**src/logic/dtc_defs.vh**
```
// register map, field positions and reset values for the dual timer/counter
// How it works
// - timer1_pin_gating set: unit 1 runs when pin b high plus run
// - timer1_pin_gating clear: unit 1 runs on run bit
// - timer0_pin_gating set needs pin a high plus run
// - source1 picks event pin or core clock
// - source0 picks event pin or core clock
// - unit1 mode 00 prescaled; mode 11 holds count
// - unit1 mode 01 is cascaded 16-bit counter
// - unit1 mode 10 low byte auto-reloads from high
// - unit0 mode 00 high byte behind 5-bit prescaler
// - unit0 mode 01 is cascaded 16-bit counter
// - unit0 mode 10 low byte auto-reloads from high
// - unit0 split: low byte uses unit0 controls
// - unit0 split: high byte clock only, run1 enabled
// - mode register resets to all zero
// - timer mode counts once per core clock
// - event counts on high-then-low pin samples
// - overflow flags set; cleared on vector acknowledge
// - run bits start and stop each unit
`ifndef DTC_DEFS_VH
`define DTC_DEFS_VH
`define DTC_OFS_CTRL      8'h88
`define DTC_OFS_MODE      8'h89
`define DTC_OFS_LOW0      8'h8a
`define DTC_OFS_LOW1      8'h8b
`define DTC_OFS_HIGH0     8'h8c
`define DTC_OFS_HIGH1     8'h8d
`define DTC_CTRL_OVF1     7
`define DTC_CTRL_RUN1     6
`define DTC_CTRL_OVF0     5
`define DTC_CTRL_RUN0     4
`define DTC_MODE_TIMER1_PIN_GATING    7
`define DTC_MODE_SRC1     6
`define DTC_MODE_M1_HI    5
`define DTC_MODE_M1_LO    4
`define DTC_MODE_TIMER0_PIN_GATING    3
`define DTC_MODE_SRC0     2
`define DTC_MODE_M0_HI    1
`define DTC_MODE_M0_LO    0
`define DTC_MODE_RESET    8'h00
`define DTC_CTRL_RESET    8'h00
`define DTC_CNT_RESET     8'h00
`define DTC_PRESC_MAX     8'h1f
`define DTC_M_PRESC       2'b00
`define DTC_M_WIDE        2'b01
`define DTC_M_RELOAD      2'b10
`define DTC_M_SPLIT       2'b11
`define DTC_UNMAPPED_RD   32'h0000_0000
`endif

```
**src/logic/dtc_top.v**
```verilog
// dual timer/counter with mode register and avalon-mm register slave
`default_nettype none
`include "dtc_defs.vh"
module dtc_top
(
	// clock and reset
	input  wire        mclk_i,
	input  wire        rst_n_i,
	// avalon-mm slave
	input  wire [7:0]  avs_address_i,
	input  wire        avs_read_i,
	input  wire        avs_write_i,
	input  wire [31:0] avs_writedata_i,
	input  wire [3:0]  avs_byteenable_i,
	output reg  [31:0] avs_readdata_o,
	output wire        avs_waitrequest_o,
	// external pins
	input  wire        timer0_event_input_i,
	input  wire        timer1_event_input_i,
	input  wire        ext_irq_pin_a_i,
	input  wire        ext_irq_pin_b_i,
	// interrupt vector acknowledge from the core
	input  wire        timer0_vector_ack_i,
	input  wire        timer1_vector_ack_i,
	// overflow flags and unit 1 overflow pulse
	output wire        timer0_overflow_flag_o,
	output wire        timer1_overflow_flag_o,
	output wire        timer1_overflow_pulse_o
);
	reg  [7:0] timer_mode_select_q;
	reg        timer0_run_q;
	reg        timer1_run_q;
	reg        timer0_overflow_flag_q;
	reg        timer1_overflow_flag_q;
	reg        ev0_q;
	reg        ev1_q;
	reg        rd_ack_q;
	wire [7:0] low0;
	wire [7:0] high0;
	wire [7:0] low1;
	wire [7:0] high1;
	wire       ovl0;
	wire       ovh0;
	wire       ovl1;
	wire       ovh1;

	wire       timer1_pin_gating    = timer_mode_select_q[`DTC_MODE_TIMER1_PIN_GATING];
	wire       timer1_source_select = timer_mode_select_q[`DTC_MODE_SRC1];
	wire [1:0] timer1_mode          = {timer_mode_select_q[`DTC_MODE_M1_HI],
	                                   timer_mode_select_q[`DTC_MODE_M1_LO]};
	wire       timer0_pin_gating    = timer_mode_select_q[`DTC_MODE_TIMER0_PIN_GATING];
	wire       timer0_source_select = timer_mode_select_q[`DTC_MODE_SRC0];
	wire [1:0] timer0_mode          = {timer_mode_select_q[`DTC_MODE_M0_HI],
	                                   timer_mode_select_q[`DTC_MODE_M0_LO]};
	wire       split0 = (timer0_mode == `DTC_M_SPLIT);

	// read data are registered, so a read waits one cycle; writes never wait
	wire rd_first = avs_read_i && !rd_ack_q;
	assign avs_waitrequest_o = rd_first;
	wire wr_go = avs_write_i && avs_byteenable_i[0];

	function sel;
		input [7:0] adr;
		input [7:0] ofs;
		begin
			sel = (adr == ofs);
		end
	endfunction

	// enable: run bit, and pin high when gated
	function unit_en;
		input run;
		input gate;
		input pin;
		begin
			unit_en = run && (!gate || pin);
		end
	endfunction

	wire en0 = unit_en(timer0_run_q, timer0_pin_gating, ext_irq_pin_a_i);
	wire en1 = unit_en(timer1_run_q, timer1_pin_gating, ext_irq_pin_b_i);

	// pins are sampled once per clock; a falling pair of samples is one event
	wire fall0 = ev0_q && !timer0_event_input_i;
	wire fall1 = ev1_q && !timer1_event_input_i;

	wire tick0 = en0 && (timer0_source_select ? fall0 : 1'b1);
	// unit 1 mode 11 holds its count
	wire tick1 = en1 && (timer1_mode != `DTC_M_SPLIT) &&
	             (timer1_source_select ? fall1 : 1'b1);
	wire tick0h = split0 && timer1_run_q;

	always @(posedge mclk_i or negedge rst_n_i)
	begin
		if (!rst_n_i)
		begin
			ev0_q <= 1'b0;
			ev1_q <= 1'b0;
		end
		else
		begin
			ev0_q <= timer0_event_input_i;
			ev1_q <= timer1_event_input_i;
		end
	end

	dtc_unit u_unit0
	(
		.mclk_i      (mclk_i),
		.rst_n_i     (rst_n_i),
		.mode_i      (timer0_mode),
		.low_tick_i  (tick0),
		.high_tick_i (tick0h),
		.split_i     (split0),
		.wr_low_i    (wr_go && sel(avs_address_i, `DTC_OFS_LOW0)),
		.wr_high_i   (wr_go && sel(avs_address_i, `DTC_OFS_HIGH0)),
		.wdata_i     (avs_writedata_i[7:0]),
		.low_q_o     (low0),
		.high_q_o    (high0),
		.ovf_low_o   (ovl0),
		.ovf_high_o  (ovh0)
	);

	dtc_unit u_unit1
	(
		.mclk_i      (mclk_i),
		.rst_n_i     (rst_n_i),
		.mode_i      (timer1_mode),
		.low_tick_i  (tick1),
		.high_tick_i (1'b0),
		.split_i     (1'b0),
		.wr_low_i    (wr_go && sel(avs_address_i, `DTC_OFS_LOW1)),
		.wr_high_i   (wr_go && sel(avs_address_i, `DTC_OFS_HIGH1)),
		.wdata_i     (avs_writedata_i[7:0]),
		.low_q_o     (low1),
		.high_q_o    (high1),
		.ovf_low_o   (ovl1),
		.ovf_high_o  (ovh1)
	);

	wire set0 = split0 ? ovl0 : (ovl0 || ovh0);
	wire set1 = split0 ? (ovh0 || ovl1 || ovh1) : (ovl1 || ovh1);
	assign timer1_overflow_pulse_o = ovl1 || ovh1;

	wire wr_ctrl = wr_go && sel(avs_address_i, `DTC_OFS_CTRL);

	always @(posedge mclk_i or negedge rst_n_i)
	begin
		if (!rst_n_i)
		begin
			timer_mode_select_q    <= `DTC_MODE_RESET;
			timer0_run_q           <= 1'b0;
			timer1_run_q           <= 1'b0;
			timer0_overflow_flag_q <= 1'b0;
			timer1_overflow_flag_q <= 1'b0;
		end
		else
		begin
			if (wr_go && sel(avs_address_i, `DTC_OFS_MODE))
				timer_mode_select_q <= avs_writedata_i[7:0];
			if (wr_ctrl)
			begin
				timer0_run_q <= avs_writedata_i[`DTC_CTRL_RUN0];
				timer1_run_q <= avs_writedata_i[`DTC_CTRL_RUN1];
			end
			// a new overflow beats a same-cycle acknowledge or write
			if (set0)
				timer0_overflow_flag_q <= 1'b1;
			else if (timer0_vector_ack_i)
				timer0_overflow_flag_q <= 1'b0;
			else if (wr_ctrl)
				timer0_overflow_flag_q <= avs_writedata_i[`DTC_CTRL_OVF0];
			if (set1)
				timer1_overflow_flag_q <= 1'b1;
			else if (timer1_vector_ack_i)
				timer1_overflow_flag_q <= 1'b0;
			else if (wr_ctrl)
				timer1_overflow_flag_q <= avs_writedata_i[`DTC_CTRL_OVF1];
		end
	end

	assign timer0_overflow_flag_o = timer0_overflow_flag_q;
	assign timer1_overflow_flag_o = timer1_overflow_flag_q;

	// loaded in the wait cycle, standing when waitrequest drops, held until next read
	always @(posedge mclk_i or negedge rst_n_i)
	begin
		if (!rst_n_i)
			avs_readdata_o <= `DTC_UNMAPPED_RD;
		else if (rd_first)
		begin
			case (avs_address_i)
			`DTC_OFS_CTRL:
				avs_readdata_o <= {24'h000000, timer1_overflow_flag_q, timer1_run_q,
				                   timer0_overflow_flag_q, timer0_run_q, 4'h0};
			`DTC_OFS_MODE:
				avs_readdata_o <= {24'h000000, timer_mode_select_q};
			`DTC_OFS_LOW0:
				avs_readdata_o <= {24'h000000, low0};
			`DTC_OFS_LOW1:
				avs_readdata_o <= {24'h000000, low1};
			`DTC_OFS_HIGH0:
				avs_readdata_o <= {24'h000000, high0};
			`DTC_OFS_HIGH1:
				avs_readdata_o <= {24'h000000, high1};
			default:
				avs_readdata_o <= `DTC_UNMAPPED_RD;
			endcase
		end
	end

	always @(posedge mclk_i or negedge rst_n_i)
	begin
		if (!rst_n_i)
			rd_ack_q <= 1'b0;
		else
			rd_ack_q <= rd_first;
	end
endmodule
`default_nettype wire

```
**src/logic/dtc_unit.v**
```verilog
// one 16-bit timer/counter unit: low and high byte with mode-dependent stepping
`default_nettype none
`include "dtc_defs.vh"
module dtc_unit
(
	// clock and reset
	input  wire       mclk_i,
	input  wire       rst_n_i,
	// count control
	input  wire [1:0] mode_i,
	input  wire       low_tick_i,
	input  wire       high_tick_i,
	input  wire       split_i,
	// software writes
	input  wire       wr_low_i,
	input  wire       wr_high_i,
	input  wire [7:0] wdata_i,
	// state
	output reg  [7:0] low_q_o,
	output reg  [7:0] high_q_o,
	output reg        ovf_low_o,
	output reg        ovf_high_o
);
	reg [7:0] low_d;
	reg [7:0] high_d;
	reg       ovf_low_d;
	reg       ovf_high_d;

	always @*
	begin
		low_d      = low_q_o;
		high_d     = high_q_o;
		ovf_low_d  = 1'b0;
		ovf_high_d = 1'b0;
		case (mode_i)
		`DTC_M_PRESC:
		begin
			if (low_tick_i)
			begin
				// upper three low bits kept as software left them
				if (low_q_o[4:0] == `DTC_PRESC_MAX)
				begin
					low_d  = {low_q_o[7:5], 5'h00};
					high_d = high_q_o + 8'h01;
					ovf_high_d = (high_q_o == 8'hff);
				end
				else
					low_d = {low_q_o[7:5], low_q_o[4:0] + 5'h01};
			end
		end
		`DTC_M_WIDE:
		begin
			if (low_tick_i)
			begin
				low_d = low_q_o + 8'h01;
				if (low_q_o == 8'hff)
				begin
					high_d = high_q_o + 8'h01;
					ovf_high_d = (high_q_o == 8'hff);
				end
			end
		end
		`DTC_M_RELOAD:
		begin
			if (low_tick_i)
			begin
				if (low_q_o == 8'hff)
				begin
					low_d = high_q_o;
					ovf_low_d = 1'b1;
				end
				else
					low_d = low_q_o + 8'h01;
			end
		end
		default:
		begin
			// split for unit 0; a plain hold for unit 1
			if (split_i)
			begin
				if (low_tick_i)
				begin
					low_d = low_q_o + 8'h01;
					ovf_low_d = (low_q_o == 8'hff);
				end
				if (high_tick_i)
				begin
					high_d = high_q_o + 8'h01;
					ovf_high_d = (high_q_o == 8'hff);
				end
			end
		end
		endcase
		// software write to a byte wins over the count in that cycle
		if (wr_low_i)
			low_d = wdata_i;
		if (wr_high_i)
			high_d = wdata_i;
	end

	always @(posedge mclk_i or negedge rst_n_i)
	begin
		if (!rst_n_i)
		begin
			low_q_o    <= `DTC_CNT_RESET;
			high_q_o   <= `DTC_CNT_RESET;
			ovf_low_o  <= 1'b0;
			ovf_high_o <= 1'b0;
		end
		else
		begin
			low_q_o    <= low_d;
			high_q_o   <= high_d;
			ovf_low_o  <= ovf_low_d;
			ovf_high_o <= ovf_high_d;
		end
	end
endmodule
`default_nettype wire

```
**config.mk**
```make
export PLATFORM = sky130hd
export DESIGN_NAME = dtc_top
export DESIGN_NICKNAME = d
export VERILOG_FILES = /design/src/logic/dtc_top.v /design/src/logic/dtc_unit.v
export VERILOG_INCLUDE_DIRS = /design/src /design/src/logic
export SDC_FILE = /design/constraint.sdc
export NUM_CORES = 1
export LEC_CHECK = 0
export ABC_AREA = 1
export BUFFER_PORTS_ARGS = -buffer_cell sky130_fd_sc_hd__buf_2
export CORE_ASPECT_RATIO = 1.25
export CORE_MARGIN = 2
export CORE_UTILIZATION = 31
export CTS_BUF_LIST = sky130_fd_sc_hd__clkbuf_8
export DETAILED_ROUTE_END_ITERATION = 16
export GPL_ROUTABILITY_DRIVEN = 0
export GPL_TIMING_DRIVEN = 0
export PLACE_DENSITY = 0.61
export SYNTH_ARGS = -nofsm -noshare
export SYNTH_HDL_FRONTEND = slang
export SYNTH_HIERARCHICAL = 1
export SYNTH_SLANG_ARGS = --single-unit
```
**constraint.sdc**
```tcl
create_clock -name mclk_i -period 2.28 [get_ports mclk_i]
set_input_delay 0.228 -clock mclk_i [delete_from_list [all_inputs] [get_ports mclk_i]]
set_output_delay 0.228 -clock mclk_i [all_outputs]
set_load 0.02 [all_outputs]
```
==> summary.txt <==
Run status
  – Status: completed

Min path
  – Hold depth: 2
  – Hold Crit Class: primary input to flop

Final layout
  – Final core occ: 36.64%
  – Area growth syn-to-layout: 16.00%
  – Final #Nets: roughly 880
  – # diodes: 0
  – Most frequent cells in the layout: 248 x nand2_1, 102 x nor2_1, 86 x nand3_1, 76 x inv_1, 59 x dfrtp_1
  – Layout cells sized above 1: 14.69%
  – Most common cell after layout, fill and taps aside: nand2_1

Detailed routing
  – Via count: 4,685
  – Vias/cell: between 4 and 5
  – WL final: 13.87 mm
  – Post-route DRC violation count: 0
  – Drt initial violations: approximately 310
  – Antenna viol nets, final: 0
  – TritonRoute pass-1 iters: 5
  – DR WL/cell: about 14 um

Placement
  – IO buf count: 38
  – DP Wirelength: approximately 10 mm

Floorplanning
  – Die Wd: between 100 and 150 um
  – Core ar.: 14,950 um2
  – Cell Rows: 50
  – Io pins: 90
  – Die Y: approximately 140 um
  – Die area: roughly 16,000 um2
  – Starting Density: about a third

STA
  – Final hold violations: 0
  – Max_slew headroom: 46.23%
  – Final Cycle Share: about 86%
  – Worst-Margin Slew: a little over 0.8 ns
  – Fmax: between 500 and 600 MHz
  – Final setup viols: 0
  – Setup tns final: 0 ns
  – Final Critical Period: roughly 2 ns
  – Final Skew: 0.005870 ns
  – RSZ-0062 raised after global routing: no
  – Pins over their slew limit: 0

Synth
  – Synthesized area per cell: about 6.5 um2
  – Cells after Synth: 727
  – Netlist cell types: 35
  – Yosys reg bits: 59
  – Register area share after synthesis: between 30% and 40%
  – Yosys synthesis warning count: 6
  – EDFF count, synth: 0
  – Most used DFF post-synth: dfrtp_1
  – Asr flop ratio synth: 100.0%
  – Cell Area, Synth: approximately 4700 um2

CTS
  – Total CTS buffers: 9
  – Clk_lat worst skew: 0.37 ns
  – TritonCTS clock tree: built
  – CTS H-tree lvls: 3
  – Worst-path clk slew: ~0.06 ns
  – Clock buffer depth: 2
  – Clock Sinks: just under 60
  – Root buffer cell: clkbuf_8
  – Resize count post-CTS: 0
  – Post-CTS Setup Bufs: 0

Flow run
  – Max_cap viols: 0

Worst setup path
  – R2r worst-path depth: 12
  – Worst setup SP type: flop
  – WP data arrival: ~2.3 ns
  – Endpoint class of the critical path: flop
  – Crit-path max FO: 9
  – WS Path Type: flop to flop
  – Req. time, crit path: about 2.6 ns

Power and ir drop
  – Sequential power share: between 40% and 50%
  – Combinational Power Share: 23.6%
  – Total power: between 0.003 and 0.004 W
  – Leakage: around 3.1 nW
  – VDD IR max: 242.1 uV
  – Clock Power Share: 32.2%
  – Net load switching power: around 0.0011 W
  – Switching power share of the total: around a third
  – Internal Pwr Total: 0.002049 W
  – PwrDens: ~580 nW/um2

Global route
  – Initial antenna violation count: 0
  – GRT Overall Usage: between 10% and 20%
  – Remaining global-route overflow: 0
  – First-pass GRT wire length: roughly 22 mm
  – Largest net degree at the start of global routing: 60
  – Vias in the first global route: approximately 4,300
-- worst max-delay path, stage by stage (launching register included) --
cell	delay (ns)
dfrtp_1	0.47
ha_1	0.23
nand2_2	0.09
nor2_4	0.15
ha_1	0.19
inv_1	0.04
nand2_1	0.07
nand3_1	0.08
a21boi_2	0.18
nand2_4	0.13
nand2_4	0.13
nand2_1	0.06
nand2_1	0.06
-- final cells by class --
class | count | area (um2)
tap | 182 | 227.7
multi-input combinational | 581 | 2773
buffer | 37 | 286.5
clock buffer | 12 | 165.2
timing repair buffer | 41 | 222.7
clock inverter | 2 | 35.03
fill | 1640 | 9473
sequential | 59 | 1476
inverter | 78 | 292.8
-- timing repair --
item | 4_1_cts | 5_1_grt
hold buffers | 3 | 0
endpoints found under the setup margin | 0 | 0
endpoints found under the hold margin | 61 | 0
-- cell usage after synthesis (4+ instances only) --
library cell  number  share of area [%]
buf_6              4               0.95
nand4_1            7               0.93
buf_4             25                4.0
o21ai_0           22                2.3
nor2_1           102                8.1
nor2_4             9                2.1
inv_1             76                6.0
dfrtp_1           59                 31
nand3b_1           6               0.95
nor3_1             4               0.42
nand3_1           86                9.1
a21oi_1           10                1.1
o21ai_1            6               0.64
clkbuf_1           5               0.40
ha_1              14                3.7
xor2_1             4               0.74
nand2_2            8                1.1
nand2_4            6                1.4
nand2_1          248                 20
-- metal layers --
| layer | wire length (um) | up-vias | track usage [%] | share of wire, % |
|---|---|---|---|---|
| li1 | - | 2392 | - | - |
| met1 | 5947 | 2128 | 21.24 | 43 |
| met2 | 6621 | 131 | 30.58 | 48 |
| met3 | 771 | 34 | 3.748 | 5.6 |
| met4 | 529 | 0 | 9.564 | 3.8 |
| met5 | 0 | - | 0 | 0 |
-- logic make-up after synthesis --
logic type                 after synthesis  share of synthesized area [%]
other                                    1                        0.07939
adders and majority gates               14                          3.709
DFF                                     59                          31.26
and+or+nand+nor                        480                          44.79
buffers and inverters                  115                          12.26
xor gates and xnor gates                 6                          1.113
AOI/OAI and AO/OA                       52                          6.782
-- state kept, by name, summed over array words and instances (netlist names) --
signal	flops
avs_readdata_o	8
ev0_q	1
ev1_q	1
rd_ack_q	1
timer0_overflow_flag_o	1
timer0_run_q	1
timer1_overflow_flag_o	1
timer1_run_q	1
timer_mode_select_q	8
u_unit0/high_q_o	8
u_unit0/low_q_o	8
u_unit0/ovf_high_o	1
u_unit0/ovf_low_o	1
u_unit1/high_q_o	8
u_unit1/low_q_o	8
u_unit1/ovf_high_o	1
u_unit1/ovf_low_o	1
-- power by group through the flow --
stage / combinational, W / clock [W] / sequential, W
after floorplan: 0.000563 / 0 / 0.00134
after global placement: 0.000732 / 0 / 0.00141
after detailed placement: 0.000740 / 0 / 0.00141
after CTS: 0.000747 / 0.00104 / 0.00139
after global routing: 0.000863 / 0.00110 / 0.00141
final: 0.000746 / 0.00102 / 0.00139
-- worst paths after layout --
check,slack (ns),start,endpoint
worst min register to register,0.49,avs_readdata_o[1]$_DFFE_PN0P_,avs_readdata_o[1]$_DFFE_PN0P_
min in group asynchronous,0.49,rst_n_i,u_unit1/ovf_low_o$_DFF_PN0_
worst max-delay path,0.32,u_unit0/low_q_o[0]$_DFFE_PN0P_,u_unit0/high_q_o[4]$_DFFE_PN0P_
worst max register to register,0.32,u_unit0/low_q_o[0]$_DFFE_PN0P_,u_unit0/high_q_o[4]$_DFFE_PN0P_
max in group asynchronous,1.25,rst_n_i,u_unit0/high_q_o[2]$_DFFE_PN0P_
worst min-delay path,0.05,timer1_vector_ack_i,timer1_overflow_flag_o$_DFFE_PN0P_
-- through the flow --
stage,area [um2],setup slack [ns],hold WS [ns],instances
3_3_place_gp,5246,0.3123,0.3572,975
3_5_place_dp,5249,0.3255,0.3537,975
6_report,5479,0.3217,0.04504,992
2_1_floorplan,4828,0.6693,-0.06759,755
5_1_grt,5479,0.1215,0.05404,992
4_1_cts,5479,0.3021,0.03070,992
(Power assumes the default switching activity.)
